## src/common/dout_pkg.sv

```systemverilog
// constants, state type and timing counts for the output board bus front end
// assumes a 100 MHz core clock; all bus pins arrive asynchronous to it
package dout_pkg;
    // base addresses at the default switch setting
    localparam logic [15:0] DATA_BASE_DEF = 16'hFF00;
    localparam logic [15:0] CTRL_BASE_DEF = 16'hFFF0;
    // lowest address bit compared for each window
    localparam int DATA_CMP_LSB = 3;
    localparam int CTRL_CMP_LSB = 1;
    // short I/O address modifier codes
    localparam logic [5:0] AM_SHORT_SUP = 6'h2D;
    localparam logic [5:0] AM_SHORT_NP  = 6'h29;
    // control register bit positions and reset values
    localparam int   TM_BIT = 7;
    localparam int   FL_BIT = 6;
    localparam logic TM_RST = 1'b1;
    localparam logic FL_RST = 1'b1;
    localparam logic [7:0] ODR_RST = 8'h00;
    // timing: strobe setup before latching, acknowledge delay
    localparam int CLK_NS          = 10;
    localparam int STROBE_SETUP_NS = 20;
    localparam int ACK_DELAY_NS    = 10;
    localparam int STB_CYC = (STROBE_SETUP_NS + CLK_NS - 1) / CLK_NS;
    localparam int ACK_CYC = (ACK_DELAY_NS + CLK_NS - 1) / CLK_NS;
    // bus cycle states, gray along idle-setup-ack-done
    typedef enum logic [1:0] {
        ST_IDLE  = 2'b00,
        ST_SETUP = 2'b01,
        ST_ACK   = 2'b11,
        ST_DONE  = 2'b10
    } bus_state_t;
endpackage : dout_pkg

```

## src/common/odr_port_if.sv

```systemverilog
// carrier between the bus front end and the output data register store
// assumes both ends share one clock
`timescale 1ns/1ps
interface odr_port_if;
    logic [7:0]  we;
    logic [63:0] wdata;
    logic [63:0] rdata;
    modport ctrl (output we, output wdata, input rdata);
    modport mem  (input we, input wdata, output rdata);
endinterface : odr_port_if

```

## src/dout_bus_front.sv

```systemverilog
// short I/O slave front end of a 64-channel digital output board
// assumes bus pins are asynchronous and are filtered here on the core clock
// What this block does
// - data select when address hits data base
// - control select when address hits control base
// - board select is OR of both selects
// - gate both strobes and longword with board select
// - latch writes only on delayed gated strobes
// - lane swap moves upper internal half to D0-15
// - jumper picks supervisory or non-privileged short I/O
// - default bases FF00 data, FFF0 control
// - test mode and fail lamp from control bits
// - acknowledge after the shortest selectable delay
// - reset sets test mode and fail lamp
// - data regs by longword, word or byte
// - control reg write only, word or bytes
// - test mode stores data, field outputs disabled
`timescale 1ns/1ps
module dout_bus_front
    import dout_pkg::*;
#(
    parameter logic [15:0] DATA_BASE = DATA_BASE_DEF,
    parameter logic [15:0] CTRL_BASE = CTRL_BASE_DEF
) (
    // clock and reset
    input  wire logic        clk,
    input  wire logic        rst_n,
    // bus address and control pins
    input  wire logic [15:1] vme_addr,
    input  wire logic [5:0]  vme_am,
    input  wire logic        vme_as_n,
    input  wire logic        vme_ds0_n,
    input  wire logic        vme_ds1_n,
    input  wire logic        vme_lword_n,
    input  wire logic        vme_write_n,
    // bus data, two-way
    input  wire logic [31:0] vme_d_in,
    output wire logic [31:0] vme_d_out,
    output wire logic        vme_d_oe,
    // acknowledge, open drain
    output wire logic        vme_dtack_out,
    output wire logic        vme_dtack_oe,
    // address modifier jumper, high when fitted
    input  wire logic        privilege_jumper,
    // decode terms
    output wire logic        data_reg_select_n,
    output wire logic        ctrl_reg_select_n,
    output wire logic        board_select_n,
    output wire logic        gated_strobe0_n,
    output wire logic        gated_strobe1_n,
    output wire logic        gated_longword_n,
    output wire logic        gated_strobe0_delayed_n,
    output wire logic        gated_strobe1_delayed_n,
    output wire logic        word_lane_swap_n,
    // field side
    output wire logic [63:0] field_out,
    output wire logic        field_out_en,
    output wire logic        test_mode_n,
    output wire logic        fail_lamp
);
    localparam int SW = 59;

    logic [SW-1:0] pin_raw;
    logic [SW-1:0] s1_r, s2_r, s3_r, filt_r;
    logic [SW-1:0] filt_nxt;
    logic [15:1]   a_q;
    logic [5:0]    am_q;
    logic          as_n_q, ds0_n_q, ds1_n_q, lw_n_q, wr_n_q, jmp_q;
    logic [31:0]   d_q;

    // three-stage filter; a bit moves only when stages two and three agree
    assign pin_raw  = {vme_addr, vme_am, vme_as_n, vme_ds0_n, vme_ds1_n,
                       vme_lword_n, vme_write_n, privilege_jumper, vme_d_in};
    assign filt_nxt = (s2_r & s3_r) | (filt_r & (s2_r ^ s3_r));
    always_ff @(posedge clk or negedge rst_n) begin
        if (!rst_n) begin
            s1_r   <= '1;
            s2_r   <= '1;
            s3_r   <= '1;
            filt_r <= '1;
        end else begin
            s1_r   <= pin_raw;
            s2_r   <= s1_r;
            s3_r   <= s2_r;
            filt_r <= filt_nxt;
        end
    end
    assign {a_q, am_q, as_n_q, ds0_n_q, ds1_n_q, lw_n_q, wr_n_q, jmp_q, d_q} = filt_r;

    // address modifier and window decode
    logic       am_ok, data_hit, ctrl_hit, bsel;
    logic [5:0] am_want;
    assign am_want  = jmp_q ? AM_SHORT_NP : AM_SHORT_SUP;
    assign am_ok    = (am_q == am_want) && !as_n_q;
    assign data_hit = am_ok && (a_q[15:DATA_CMP_LSB] == DATA_BASE[15:DATA_CMP_LSB]);
    assign ctrl_hit = am_ok && (a_q[15:CTRL_CMP_LSB] == CTRL_BASE[15:CTRL_CMP_LSB]);
    assign bsel     = data_hit || ctrl_hit;
    assign data_reg_select_n = !data_hit;
    assign ctrl_reg_select_n = !ctrl_hit;
    assign board_select_n    = !bsel;

    // strobes and longword enter the board only while selected
    assign gated_strobe0_n  = !(bsel && !ds0_n_q);
    assign gated_strobe1_n  = !(bsel && !ds1_n_q);
    assign gated_longword_n = !(bsel && !lw_n_q);

    // delayed strobes give data time through the lanes before latching
    logic [1:0] gd_n;
    strobe_delay #(
        .DEPTH (STB_CYC)
    ) u_delay (
        .clk   (clk),
        .rst_n (rst_n),
        .in_n  ({gated_strobe1_n, gated_strobe0_n}),
        .out_n (gd_n)
    );
    assign gated_strobe0_delayed_n = gd_n[0];
    assign gated_strobe1_delayed_n = gd_n[1];

    // upper internal half rides the low lanes for a word or byte at A1=0
    logic        swap, a1, a2;
    logic [31:0] idb_w, idb_r;
    logic [31:0] dout_nxt;
    assign a1   = a_q[1];
    assign a2   = a_q[2];
    assign swap = data_hit && gated_longword_n && !a1;
    assign word_lane_swap_n = !swap;
    assign idb_w = swap ? {d_q[15:0], d_q[15:0]} : d_q;

    // register store
    odr_port_if odr ();
    output_regs u_regs (
        .clk   (clk),
        .rst_n (rst_n),
        .port  (odr.mem)
    );
    assign idb_r    = a2 ? odr.rdata[31:0] : odr.rdata[63:32];
    assign dout_nxt = swap ? {16'h0000, idb_r[31:16]} : idb_r;

    // bus cycle sequencing
    bus_state_t st_r, st_nxt;
    logic [3:0] cnt_r, cnt_nxt;
    logic       any_gs, settled, ack_last, wr_fire, rel;
    assign any_gs   = !gated_strobe0_n || !gated_strobe1_n;
    // all present strobes have passed the delay
    assign settled  = any_gs && (gd_n == {gated_strobe1_n, gated_strobe0_n});
    assign ack_last = (cnt_r == 4'(ACK_CYC - 1));
    assign wr_fire  = (st_r == ST_SETUP) && settled && (cnt_r == 4'h0) && !wr_n_q;
    assign rel      = ds0_n_q && ds1_n_q;

    always_comb begin
        st_nxt  = st_r;
        cnt_nxt = cnt_r;
        case (st_r)
            ST_IDLE: begin
                cnt_nxt = 4'h0;
                if (bsel && any_gs) begin
                    st_nxt = ST_SETUP;
                end
            end
            ST_SETUP: begin
                if (!any_gs) begin
                    st_nxt = ST_IDLE;
                end else if (settled && ack_last) begin
                    st_nxt = ST_ACK;
                end else if (settled) begin
                    cnt_nxt = cnt_r + 4'h1;
                end
            end
            ST_ACK: begin
                if (rel) begin
                    st_nxt = ST_DONE;
                end
            end
            default: begin
                st_nxt = ST_IDLE;
            end
        endcase
    end

    always_ff @(posedge clk or negedge rst_n) begin
        if (!rst_n) begin
            st_r  <= ST_IDLE;
            cnt_r <= 4'h0;
        end else begin
            st_r  <= st_nxt;
            cnt_r <= cnt_nxt;
        end
    end

    // read data captured as the acknowledge starts; control reg reads stay undriven
    logic [31:0] dout_r;
    logic        doe_r;
    logic        to_ack;
    assign to_ack = (st_r == ST_SETUP) && (st_nxt == ST_ACK);
    always_ff @(posedge clk or negedge rst_n) begin
        if (!rst_n) begin
            dout_r <= 32'h0000_0000;
            doe_r  <= 1'b0;
        end else begin
            if (to_ack) begin
                dout_r <= dout_nxt;
            end
            doe_r <= to_ack ? (wr_n_q && data_hit) : (doe_r && (st_nxt == ST_ACK));
        end
    end
    assign vme_d_out     = dout_r;
    assign vme_d_oe      = doe_r;
    assign vme_dtack_out = 1'b0;
    assign vme_dtack_oe  = (st_r == ST_ACK);

    // byte write enables: lane k of the selected longword group
    logic [3:0] lane_en;
    logic       long_q;
    assign long_q  = !gated_longword_n;
    assign lane_en = long_q ? {4{!gd_n[0] && !gd_n[1]}}
                            : {a1 && !gd_n[0], a1 && !gd_n[1],
                               !a1 && !gd_n[0], !a1 && !gd_n[1]};
    for (genvar i = 0; i < 8; i++) begin : g_we
        assign odr.we[i] = wr_fire && data_hit && (a2 == 1'(i / 4))
                           && lane_en[i % 4];
    end
    assign odr.wdata = {idb_w, idb_w};

    // control register: only the low byte (odd strobe) holds live bits
    logic tm_r, fl_r;
    logic ctrl_wr;
    assign ctrl_wr = wr_fire && ctrl_hit && !gd_n[0];
    always_ff @(posedge clk or negedge rst_n) begin
        if (!rst_n) begin
            tm_r <= TM_RST;
            fl_r <= FL_RST;
        end else if (ctrl_wr) begin
            tm_r <= d_q[TM_BIT];
            fl_r <= d_q[FL_BIT];
        end
    end
    // stored data stays readable in test mode; only the drivers are cut
    assign field_out    = odr.rdata;
    assign field_out_en = !tm_r;
    assign test_mode_n  = !tm_r;
    assign fail_lamp    = fl_r;
endmodule : dout_bus_front

```

## src/output_regs.sv

```systemverilog
// eight byte output data register store, byte i sits at bits 63-8i downward
// assumes write enables are one-cycle pulses from the bus front end
`timescale 1ns/1ps
module output_regs
    import dout_pkg::*;
(
    // clock and reset
    input wire logic clk,
    input wire logic rst_n,
    // register port
    odr_port_if.mem  port
);
    // one byte register per entry; rdata is the stored value itself
    for (genvar i = 0; i < 8; i++) begin : g_byte
        logic [7:0] byte_r;
        always_ff @(posedge clk or negedge rst_n) begin
            if (!rst_n) begin
                byte_r <= ODR_RST;
            end else if (port.we[i]) begin
                byte_r <= port.wdata[63-8*i -: 8];
            end
        end
        assign port.rdata[63-8*i -: 8] = byte_r;
    end
endmodule : output_regs

```

## src/strobe_delay.sv

```systemverilog
// delays the assertion of two active-low strobes by DEPTH clocks
// negation passes straight through so a cycle never outlives its strobe
`timescale 1ns/1ps
module strobe_delay #(
    parameter int DEPTH = 2
) (
    // clock and reset
    input  wire logic       clk,
    input  wire logic       rst_n,
    // strobes
    input  wire logic [1:0] in_n,
    output wire logic [1:0] out_n
);
    logic [1:0] sh_r [DEPTH];

    // shift chain, each stage holds both strobes
    for (genvar k = 0; k < DEPTH; k++) begin : g_stage
        always_ff @(posedge clk or negedge rst_n) begin
            if (!rst_n) begin
                sh_r[k] <= 2'h3;
            end else begin
                sh_r[k] <= (k == 0) ? in_n : sh_r[(k == 0) ? 0 : k-1];
            end
        end
    end

    assign out_n = in_n | sh_r[DEPTH-1];
endmodule : strobe_delay
```

## config.mk

```make
export PLATFORM = sky130hd
export DESIGN_NAME = dout_bus_front
export DESIGN_NICKNAME = d
export VERILOG_FILES = /design/src/common/dout_pkg.sv /design/src/common/odr_port_if.sv /design/src/dout_bus_front.sv /design/src/output_regs.sv /design/src/strobe_delay.sv
export SDC_FILE = /design/constraint.sdc
export NUM_CORES = 1
export LEC_CHECK = 0
export BUFFER_PORTS_ARGS = -buffer_cell sky130_fd_sc_hd__buf_2
export CAP_MARGIN = 10
export CORE_ASPECT_RATIO = 2
export CORE_MARGIN = 2
export CORE_UTILIZATION = 45
export CTS_CLUSTER_DIAMETER = 120
export DETAILED_ROUTE_END_ITERATION = 6
export PLACE_DENSITY_LB_ADDON = 0.05
export SLEW_MARGIN = 25
export SYNTH_ARGS = -nofsm -noshare
export SYNTH_HDL_FRONTEND = slang
export SYNTH_SLANG_ARGS = --single-unit
export TNS_END_PERCENT = 10
```

## constraint.sdc

```tcl
create_clock -name clk -period 2.7 [get_ports clk]
set_clock_uncertainty 0.05 [all_clocks]
set_input_delay 0.27 -clock clk [delete_from_list [all_inputs] [get_ports clk]]
set_output_delay 0.27 -clock clk [all_outputs]
set_load 0.01 [all_outputs]
```

After elaboration in Yosys (flattened, before gate mapping):

Cells that the tools add are included.

* register bits: 345
* output and inout port bits: 111
* word-level logic and storage cells: 110

* $add $sub $neg: 1
* equality and inequality tests: 10
* muxes and demuxes: 15
* bitwise operators: 6
* reduce and logical (&&, ||, !) cells: 58

Operator list (number)
* 59-bit AND: 2
* 32-bit 2-to-1 mux: 3
* 59-bit bitwise OR: 1
* 59-bit XOR: 1
* 1-bit logical AND: 36
* 1-bit logical NOT: 16
* 4-bit 2-to-1 mux: 4
* 15-bit equality test (second input constant): 1
* 13-bit equality test (second input constant): 1
* 2-bit 2-to-1 mux: 4
* 4-bit one-hot mux with 2 select lines: 1
* 6-bit equality test: 1
* 2-bit inequality test (second input constant): 3
* 2-bit one-hot mux with 3 select lines: 1
* 4-bit by 1-bit adder with 4-bit output (second input constant): 1
* 2-bit equality test (second input constant): 2
* 4-bit logical NOT: 1
* 4-bit AND reduction: 1
* 3-bit 2-to-1 mux: 1
* 2-bit by 1-bit equality test with 1-bit output (second input constant): 1
* 2-bit equality test: 1
* 2-bit logical NOT: 1
* 1-bit logical OR: 2
* 2-bit bitwise OR: 1
* other kinds (3): 3

Logic depth before layout (Yosys ltp):

Gate-level depths: netlist of run 1.

* depth in word-level cells: 17
* depth in mapped cells: 9

Cells and area by module:

From an unflattened synthesis of run 1, not the netlist that was laid out.

* cell total of the unflattened synthesis: 762
* area total of the unflattened synthesis: 12997.5 sq um

Modules (own cells, without submodules)
* dout_bus_front: instances 1, cells an instance 620, area each 10227.3 sq um, seq. area each 7229.4 sq um
* output_regs: instances 1, cells an instance 136, area each 2652.5 sq um, seq. area each 1601.5 sq um
* strobe_delay: instances 1, cells an instance 6, area each 117.6 sq um, seq. area each 105.1 sq um

Least setup slack after synthesis of run 1:

No wires, ideal clock.

* path type: flip-flop to flip-flop
* from: reg filt_r[43]
* to: reg u_regs.g_byte[0].byte_r[0]
* library setup time: 125 ps
* arrival: 2761 ps
* slack: -236 ps
* cell stages (with the launch flop): 8
* buffers on the path: 0
* clock period less this slack: 2936 ps
* path through: dfstp_2 > or4b_1 > or4_4 > nor3_4 > inv_2 > nor4_2 > a21boi_4 > mux2_2

* longest elaborated chain between the ends: 15
* elaborated cells between the ends (all ways): 29
* classes of those cells: 2 x eq/ne; 2 x mux; 1 x bitwise; 24 x reduce/logical

Ends and longest elaborated chain
* start, declared: RTL line dout_bus_front.sv:64 `logic [SW-1:0] s1_r, s2_r, s3_r, filt_r;`
* start signal, assigned: RTL line dout_bus_front.sv:85 `filt_r <= filt_nxt;`
* 6-bit equality test *: RTL line dout_bus_front.sv:94 `assign am_ok = (am_q == am_want) && !as_n_q;`
* 1-bit logical AND *: RTL line dout_bus_front.sv:94
* 1-bit logical AND, on equally long branches: RTL line dout_bus_front.sv:95, dout_bus_front.sv:96
* 1-bit logical OR: RTL line dout_bus_front.sv:97 `assign bsel = data_hit || ctrl_hit;`
* 1-bit logical AND, on equally long branches: RTL line dout_bus_front.sv:103, dout_bus_front.sv:104
* 1-bit logical NOT, on equally long branches: RTL line dout_bus_front.sv:103, dout_bus_front.sv:104
* 2-bit bitwise OR: RTL line strobe_delay.sv:27 `assign out_n = in_n | sh_r[DEPTH-1];`
* 2-bit equality test: RTL line dout_bus_front.sv:146 `assign settled = any_gs && (gd_n == {gated_strobe1_n, gated_strobe0_n});`
* 1-bit logical AND: RTL line dout_bus_front.sv:146
* 1-bit logical AND (3 in a row): RTL line dout_bus_front.sv:148 `assign wr_fire = (st_r == ST_SETUP) && settled && (cnt_r == 4'h0) && !wr_n_q;`
* 1-bit logical AND (2 in a row): RTL line dout_bus_front.sv:220 `assign odr.we[i] = wr_fire && data_hit && (a2 == 1'(i / 4))`
* 1-bit logical AND: RTL line dout_bus_front.sv:221 `&& lane_en[i % 4];`
* end signal, assigned: RTL line output_regs.sv:20 `byte_r <= port.wdata[63-8*i -: 8];`
* end, declared: RTL line output_regs.sv:15 `logic [7:0] byte_r;`

Every way passes the cells marked *; elsewhere a longest branch is shown, timed or not.
A chain may end at the register's enable or synchronous reset.

Worst setup path after layout of run 1:

* from: reg filt_r[43]
* to: reg u_regs.g_byte[0].byte_r[4]

Same word-level chain as after synthesis.

==> reports/metrics.csv, run 1 <==
metric;value;unit
numPortBuffers;170;
ir_drop;0.583;mV
first_pass_iters;4;
cpPeakStageDelay;520;ps
numCtsBuffers;31;
yosys_warnings;0;
fill_cells;2253;
syn_nets;934;
cts_sinks;345;
path_cells;or4b_4, or4_4, buf_6, nor3_4, inv_2, nor4_4, a21boi_4, buf_12, mux2_4;
fin_area;0.0162;sq mm
max_freq;0.338;GHz
fin_ws;-262;ps
initial_utilization;0.458;
yosysTopAreaCell;dfstp_2;
route.detailed.drc;0;
period_share;1.10;
areaGrowthSynthToFinish;28.4;%
rsz0062_at_grt;yes;
first_global_vias;7557;
cts_tree;yes;
ys_seq_area_frac;0.709;
antenna_found_initial;0;
die_area;0.0294;sq mm
wl_met3;1040;microns
cp_slowest_cell;dfstp_2;
ios;172;
slew_headroom;0.515;
grt_pass1_wl;41100;microns
cts_root_buf;clkbuf_16;
hpwl;17800;microns
fin_crit;2960;ps
hp-class;input port to async pin;
row_count;86;
die_h;241;microns
post-place-cells;1347;
syn_inst;812;
nets;1211;
final_cells;1465;
ctsLongestPathBuffers;3;
hold_viol;0;
ant_nets;0;
ys_types;44;
wl;25600;microns
worst_pin_slew;727;ps
synth_top_area_frac;0.504;
cp_max_fo;8;
cp-start-kind;flip-flop;
dpl_cell_area;0.0143;sq mm
clock_latency;560;ps
clkSlewWorstSetupHoldPaths;70;ps
critPathArrivalTime;3350;ps
setup_viol;73;
power.total;10700;uW
wl_per_cell;17.5;microns
diodes;0;
route.met2.wl;13900;microns
synth_area_leaders;dfstp_2 50%, dfrtp_1 20%, mux2_2 8.5%;
die_w;122;microns
grt_usage;0.180;
grt_overflow;0;
num_vias;7163;
violations;negative setup slack;
path_class;flip-flop to flip-flop;
final.setup.tns;-13820;ps
drt_iter0_markers;250;
synth.cell_area;0.0126;sq mm
utilization;0.588;
worstSetupEndpointType;flip-flop;
crit_required;3090;ps
synth.ff_latch_count;345;
syn_area_per_cell;15.5;sq um
viasPerCell;4.89;
status;complete, but fails checks;
layout-drive-gt1-share;0.561;
powerDensity;661;mW/mm^2
routed.top_layer;met4;
grt_start_max_net_pins;92;
leakage;0.00781;uW
maxCapViolations;0;
gp_congestion;0.772;
htreeDepth;1;
slew_viol_final;0;
met1_length;10100;microns
core-area;0.0275;sq mm
==> where the power goes <==
part	leakage [uW]	switching, uW	internal [uW]
Combinational	0.00331	270	272
Sequential	0.00398	159	5590
Clock	0.000509	1910	2500
==> layer usage <==
layer | vias up | GRT usage
li1 | 3389 | -
met1 | 3580 | 0.212
met2 | 150 | 0.330
met3 | 44 | 0.0267
met4 | 0 | 0.0571
met5 | - | 0
==> critical path, delay by kind of cell (launching register included) <==
| family | cells | cell delay (ps) |
|---|---|---|
| simple gates | 4 | 1320 |
| flops | 1 | 520 |
| buf+inv | 3 | 410 |
| mux | 1 | 300 |
| compound gates | 1 | 240 |
==> through the flow <==
step	setup slack, ps	hold slack [ps]
after floorplan	-83.3	-75.6
final	-262	237
after CTS	-439	262
after global routing	-386	276
after global placement	-250	274
after detailed placement	-292	282
==> registers in the layout, summed over array words and instances, names as in the netlist, 2 cells and up <==
signal / flops
u_regs.g_byte.byte_r: 64
u_delay.sh_r: 4
cnt_r: 4
st_r: 2
s1_r: 59
s3_r: 59
vme_d_out: 32
filt_r: 59
s2_r: 59
==> synth_stat cells, drive strengths merged <==
library cell / count
xnor2: 3
or4b: 1
nand2b: 5
inv: 7
a21oi: 2
dfrtp: 103
nor3: 6
mux2i: 18
o31ai: 1
o21ai: 50
mux2: 97
or2: 3
nand3b: 1
or4: 3
buf: 7
nor3b: 2
o22ai: 1
a21o: 59
nor4: 6
nand2: 78
nor2b: 1
nand4b: 2
nor2: 13
a21boi: 4
clkbuf: 16
nand4: 8
ha: 61
dfstp: 242
conb: 1
nand3: 8
o41a: 1
o41ai: 1
and2: 1
==> path summary, 6_finish.rpt <==
path,to,from,slack [ps],cells after the start
worst max register to register,u_regs.g_byte[0].byte_r[4]$_DFFE_PN0P_,filt_r[43]$_DFF_PN1_,-260,9
worst min-delay path,cnt_r[3]$_DFFE_PN0P_,rst_n,240,2
min in group clk,s1_r[55]$_DFF_PN1_,vme_addr[12],290,2
worst min register to register,s2_r[35]$_DFF_PN1_,s1_r[35]$_DFF_PN1_,290,0
max in group asynchronous,filt_r[43]$_DFF_PN1_,rst_n,1460,3
worst max-delay path,u_regs.g_byte[0].byte_r[4]$_DFFE_PN0P_,filt_r[43]$_DFF_PN1_,-260,9
==> kinds of logic after synthesis <==
family	count (synthesis)	synth area share
buf+inv	30	0.00983
other cells	1	0.000298
flops	345	0.709
simple gates	138	0.0541
compound gates	119	0.0632
mux	115	0.101
xor+xnor	3	0.00208
fa+ha+maj	61	0.0606
==> layout make-up <==
| cell class | instances | area [sq um] | share of cell area |
|---|---|---|---|
| clock buffers | 43 | 925 | 0.0571 |
| clock inverters | 14 | 116 | 0.00719 |
| inverters | 7 | 26.3 | 0.00162 |
| multi-input cells | 437 | 3760 | 0.232 |
| flip-flops and latches | 345 | 8940 | 0.552 |
| well taps | 352 | 440 | 0.0272 |
| repair buffers | 267 | 1990 | 0.123 |
==> placed cells by master (no fill, tap or decap), types with 34 or more instances in the layout <==
cell type      netlist  final
a21o_1              59     59
buf_2                2    160
clkbuf_16            0     34
dfrtp_1            103    103
dfstp_2            242    242
dlygate4sd3_1        0     60
ha_1                61     61
mux2_2              95     65
nand2_1             78     74
o21ai_0             50     50
==> timing repair <==
| action | in CTS | in global routing |
|---|---|---|
| hold buffers | 60 | 0 |
| pin swaps | 3 | 2 |
| setup buffers | 2 | 0 |
| gates cloned | 0 | 0 |
| endpoints found under the hold margin | 86 | 0 |
| resized for setup | 58 | 4 |
| endpoints found under the setup margin | 73 | 75 |
Note: power is estimated with default switching activity, not from simulation.
==> run 2, diff against run 1 <==
- CORE_ASPECT_RATIO: 2 -> 1.2
- REMOVE_ABC_BUFFERS: unset -> 1
==> reports/metrics.csv, run 2 (synthesized netlist as in run 1, its figures left out) <==
metric;value;unit
wl_per_cell;16.0;microns
drt_iter0_markers;308;
top_register;u_regs.g_byte.byte_r;
grt_overflow;0;
powerDensity;693;mW/mm^2
hold_viol;0;
clkSlewWorstSetupHoldPaths;60;ps
switching_share;0.204;
dpl_cell_area;0.0142;sq mm
hp-class;input port to async pin;
first_global_vias;7287;
num_vias;7120;
die_w;157;microns
ctsLongestPathBuffers;3;
maxCapViolations;0;
numPortBuffers;170;
fin_ws;-151;ps
first_pass_iters;4;
critPathArrivalTime;2530;ps
worstSetupEndpointType;primary output;
rsz0062_at_grt;yes;
ant_nets;0;
largest_reg_flops;64;
gp_congestion;0.771;
clockPowerShare;0.444;
fin_area;0.0163;sq mm
core-area;0.0277;sq mm
period_share;1.06;
status;complete, but fails checks;
initial_utilization;0.454;
cts_tree;yes;
cts_sinks;345;
hold_ws;299;ps
grt_pass1_wl;39200;microns
viasPerCell;4.77;
final_cells;1492;
layout-drive-gt1-share;0.553;
power_frac_comb;0.048;
cp_max_fo;3;
die_h;187;microns
cp-start-kind;flip-flop;
nets;1209;
power.switching;2300;uW
seqPwrFrac;0.508;
slew_viol_final;0;
cts_root_buf;clkbuf_16;
fin_crit;2850;ps
wl;23900;microns
hpwl;15600;microns
worst_pin_slew;671;ps
diodes;0;
areaGrowthSynthToFinish;29.2;%
ios;172;
grt_usage;0.168;
setup_viol;73;
p_int;8990;uW
grt_start_max_net_pins;81;
post-place-cells;1365;
clock_latency;490;ps
final_common_cell;dfstp_2;
violations;negative setup slack;
antenna_found_initial;0;
route.detailed.drc;0;
rrSetupSlack;-100;ps
max_freq;0.351;GHz
final_cell_mix;242 x dfstp_2, 167 x buf_2, 103 x dfrtp_1;
row_count;67;
crit_required;2380;ps
htreeDepth;2;
leakage;0.00784;uW
numCtsBuffers;36;
path_class;flip-flop to primary output;
slew_headroom;0.553;
die_area;0.0294;sq mm
ir_drop;0.514;mV
## run 2: cell count changes in the layout (fill, tap and decap cells not counted), sizes merged
cell / before / now
bufinv: 1 / 3
clkbuf: 43 / 56
inv: 10 / 7
buf: 207 / 200
clkinvlp: 3 / 0
clkinv: 7 / 5
## run 2: worst paths after layout
| kind | from | to | cells past startpoint |
|---|---|---|---|
| max reg2reg | filt_r[43]$_DFF_PN1_ | u_regs.g_byte[3].byte_r[3]$_DFFE_PN0P_ | 7 |
| max | filt_r[43]$_DFF_PN1_ | gated_strobe0_n | 6 |
| min in group clk | s1_r[4]$_DFF_PN1_ | s2_r[4]$_DFF_PN1_ | 0 |
| min reg2reg | s1_r[4]$_DFF_PN1_ | s2_r[4]$_DFF_PN1_ | 0 |
| max in group asynchronous | rst_n | s2_r[8]$_DFF_PN1_ | 3 |
| min | rst_n | vme_d_out[19]$_DFFE_PN0P_ | 2 |
## run 2: timing repair
item,4_1_cts,5_1_grt
buffers inserted,3,0
gates resized for setup,51,0
pin swaps,8,0
hold endpoints to repair,103,0
hold buffers,60,0
setup endpoints to repair,73,73
## run 2: power groups by stage
stage                     Combinational, uW  Clock (uW)  Sequential [uW]
final                                   540        5010             5740
after global routing                    614        5390             5770
after CTS                               556        5180             5740
after detailed placement                473           0             5820
after global placement                  472           0             5820
after floorplan                         220           0             5780
## run 2: critical path, cell delays in order, from the launching register on
cell	delay, ps
dfstp_2	520
or4b_4	450
or4_4	490
nor2_4	120
nand2_2	90
or2_4	240
buf_6	120
## run 2: routing by layer
metal	vias up	global-route usage	share of wire
met1	3548	0.240	0.47
li1	3388	-	-
met5	-	0	0
met3	35	0.0327	0.043
met2	149	0.264	0.47
met4	0	0.0441	0.020
## run 2: area by class of cell
cell class	instances	area [sq um]
Clock buffer	56	1120
Clock inverter	8	115
Fill cell	2179	11500
Inverter	7	26.3
Multi-Input combinational cell	437	3740
Sequential cell	345	8940
Tap cell	379	474
Timing Repair Buffer	260	1870
## run 2: metrics by stage
| stage | power, uW | TNS, ps | worst slack (ps) | util |
|---|---|---|---|---|
| floorplan | 6000 | -54850 | -810 | - |
| detailed placement | 6290 | -18640 | -356 | 0.513 |
| CTS | 11500 | -6700 | -180 | 0.587 |
| global route | 11800 | -13680 | -234 | 0.587 |
| finish | 11300 | -5630 | -151 | 0.587 |
| global placement | 6290 | -16850 | -324 | 0.513 |
==> run 3, diff against run 2 <==
==> constraint.sdc (replaced) <==
create_clock -name clk -period 2.7 [get_ports clk]
set_clock_uncertainty 0.05 [all_clocks]
set_input_delay 0.405 -clock clk [delete_from_list [all_inputs] [get_ports clk]]
set_output_delay 0.405 -clock clk [all_outputs]
set_load 0.01 [all_outputs]
==> reports/metrics.csv, run 3 (synthesized netlist as in run 1, its figures left out) <==
metric;value;unit
status;complete, but fails checks;
violations;negative setup slack;
die_w;157;microns
ir_drop;0.547;mV
rsz0062_at_grt;yes;
drt_iter0_markers;306;
ctsLongestPathBuffers;3;
first_pass_iters;5;
leakage;0.00793;uW
ant_nets;0;
cts_sinks;345;
worst_pin_slew;841;ps
slew_viol_final;0;
initial_utilization;0.454;
cp-start-kind;flip-flop;
core-area;0.0277;sq mm
path_cells;or4b_4, or4_4, buf_12, nor3_4, inv_2, buf_6, buf_6;
top_register;u_regs.g_byte.byte_r;
antenna_found_initial;2;
final_cell_mix;242 x dfstp_2, 160 x buf_2, 103 x dfrtp_1;
final_common_cell;dfstp_2;
row_count;67;
cts_tree;yes;
cp_slowest_cell;dfstp_2;
cp_max_fo;3;
nets;1213;
switching_share;0.206;
grt_overflow;0;
hp-class;flip-flop to flip-flop;
cpPeakStageDelay;520;ps
htreeDepth;2;
clockPowerShare;0.445;
crit_required;2250;ps
clock_latency;500;ps
grt_pass1_wl;40600;microns
final.setup.tns;-15650;ps
post-place-cells;1366;
die_area;0.0294;sq mm
place_ws;-416;ps
numPortBuffers;170;
worstSetupEndpointType;primary output;
final_cells;1497;
critPathBufInv;4;
clkSlewWorstSetupHoldPaths;60;ps
cts_root_buf;clkbuf_16;
first_global_vias;7658;
grt_usage;0.173;
critPathArrivalTime;2580;ps
path_delay_family;simple AND/OR/NAND/NOR gates;
hpwl;15700;microns
route.detailed.drc;0;
gp_congestion;0.769;
wl_per_cell;16.2;microns
grt_start_max_net_pins;73;
numCtsBuffers;37;
ios;172;
max_freq;0.329;GHz
p_int;9000;uW
maxCapViolations;0;
power_frac_comb;0.048;
largest_reg_flops;64;
seqPwrFrac;0.507;
fin_ws;-335;ps
wl;24200;microns
layout-drive-gt1-share;0.558;
fin_crit;3040;ps
viasPerCell;4.76;
num_vias;7130;
powerDensity;688;mW/mm^2
areaGrowthSynthToFinish;30.6;%
hold_viol;0;
worst_path_most_repeated_cell;buf_6;
setup_viol;73;
die_h;187;microns
power.switching;2330;uW
path_class;flip-flop to primary output;
fill_cells;2236;
slew_headroom;0.434;
period_share;1.12;
==> run 3: changes by cell type in the layout (fill, tap and decap cells not counted), sizes merged <==
cell	previous run	this run
clkinv	5	6
diode	0	2
buf	200	203
clkbuf	56	53
clkinvlp	0	1
bufinv	3	4
==> run 3: path summary, 6_finish.rpt <==
path,end,depth (start not counted),start,slack [ps]
max,data_reg_select_n,7,filt_r[43]$_DFF_PN1_,-340
min,s2_r[58]$_DFF_PN1_,0,s1_r[58]$_DFF_PN1_,300
max reg2reg,u_regs.g_byte[7].byte_r[3]$_DFFE_PN0P_,9,filt_r[43]$_DFF_PN1_,-250
min reg2reg,s2_r[58]$_DFF_PN1_,0,s1_r[58]$_DFF_PN1_,300
max in group asynchronous,s2_r[10]$_DFF_PN1_,3,rst_n,1450
min in group asynchronous,vme_d_out[21]$_DFFE_PN0P_,2,rst_n,370
==> run 3: repair_timing <==
item | CTS | global route
hold endpoints to repair | 84 | 0
pin swaps | 8 | 3
hold buffers | 60 | 0
gates resized for setup | 77 | 5
buffers inserted | 4 | 3
setup endpoints to repair | 73 | 79
cloned | 0 | 0
==> run 3: area by class of cell <==
cell class	instances	area, sq um	share of cell area
antenna	2	5.00	0.000304
clock buffer	53	1070	0.0649
clock inverter	11	158	0.00958
inverter	7	26.3	0.00160
multi-input combinational	437	3830	0.233
sequential	345	8940	0.543
tap	379	474	0.0288
timing repair buffer	263	1960	0.119
==> run 3: stage by stage <==
| stage | total power, uW | hold WS [ps] | util | cell area, sq um |
|---|---|---|---|---|
| finish | 11300 | 302 | 0.593 | 16500 |
| global placement | 6280 | 295 | 0.513 | 14200 |
| detailed placement | 6290 | 297 | 0.513 | 14200 |
| floorplan | 6000 | 59.4 | - | 12500 |
| CTS | 11500 | 304 | 0.592 | 16400 |
| global route | 11800 | 307 | 0.593 | 16500 |
==> run 3: layer usage <==
| metal | wire, microns | vias up | GRT usage |
|---|---|---|---|
| met4 | 513 | 0 | 0.0512 |
| met3 | 1060 | 45 | 0.0341 |
| li1 | - | 3398 | - |
| met5 | 0 | - | 0 |
| met1 | 11100 | 3533 | 0.236 |
| met2 | 11500 | 154 | 0.282 |
==> run 3: power groups by stage <==
| stage | sequential, uW | combinational [uW] | clock (uW) |
|---|---|---|---|
| 6_report | 5740 | 546 | 5040 |
| 5_1_grt | 5780 | 624 | 5450 |
| 4_1_cts | 5750 | 555 | 5210 |
| 3_5_place_dp | 5820 | 470 | 0 |
| 3_3_place_gp | 5820 | 466 | 0 |
| 2_1_floorplan | 5780 | 220 | 0 |
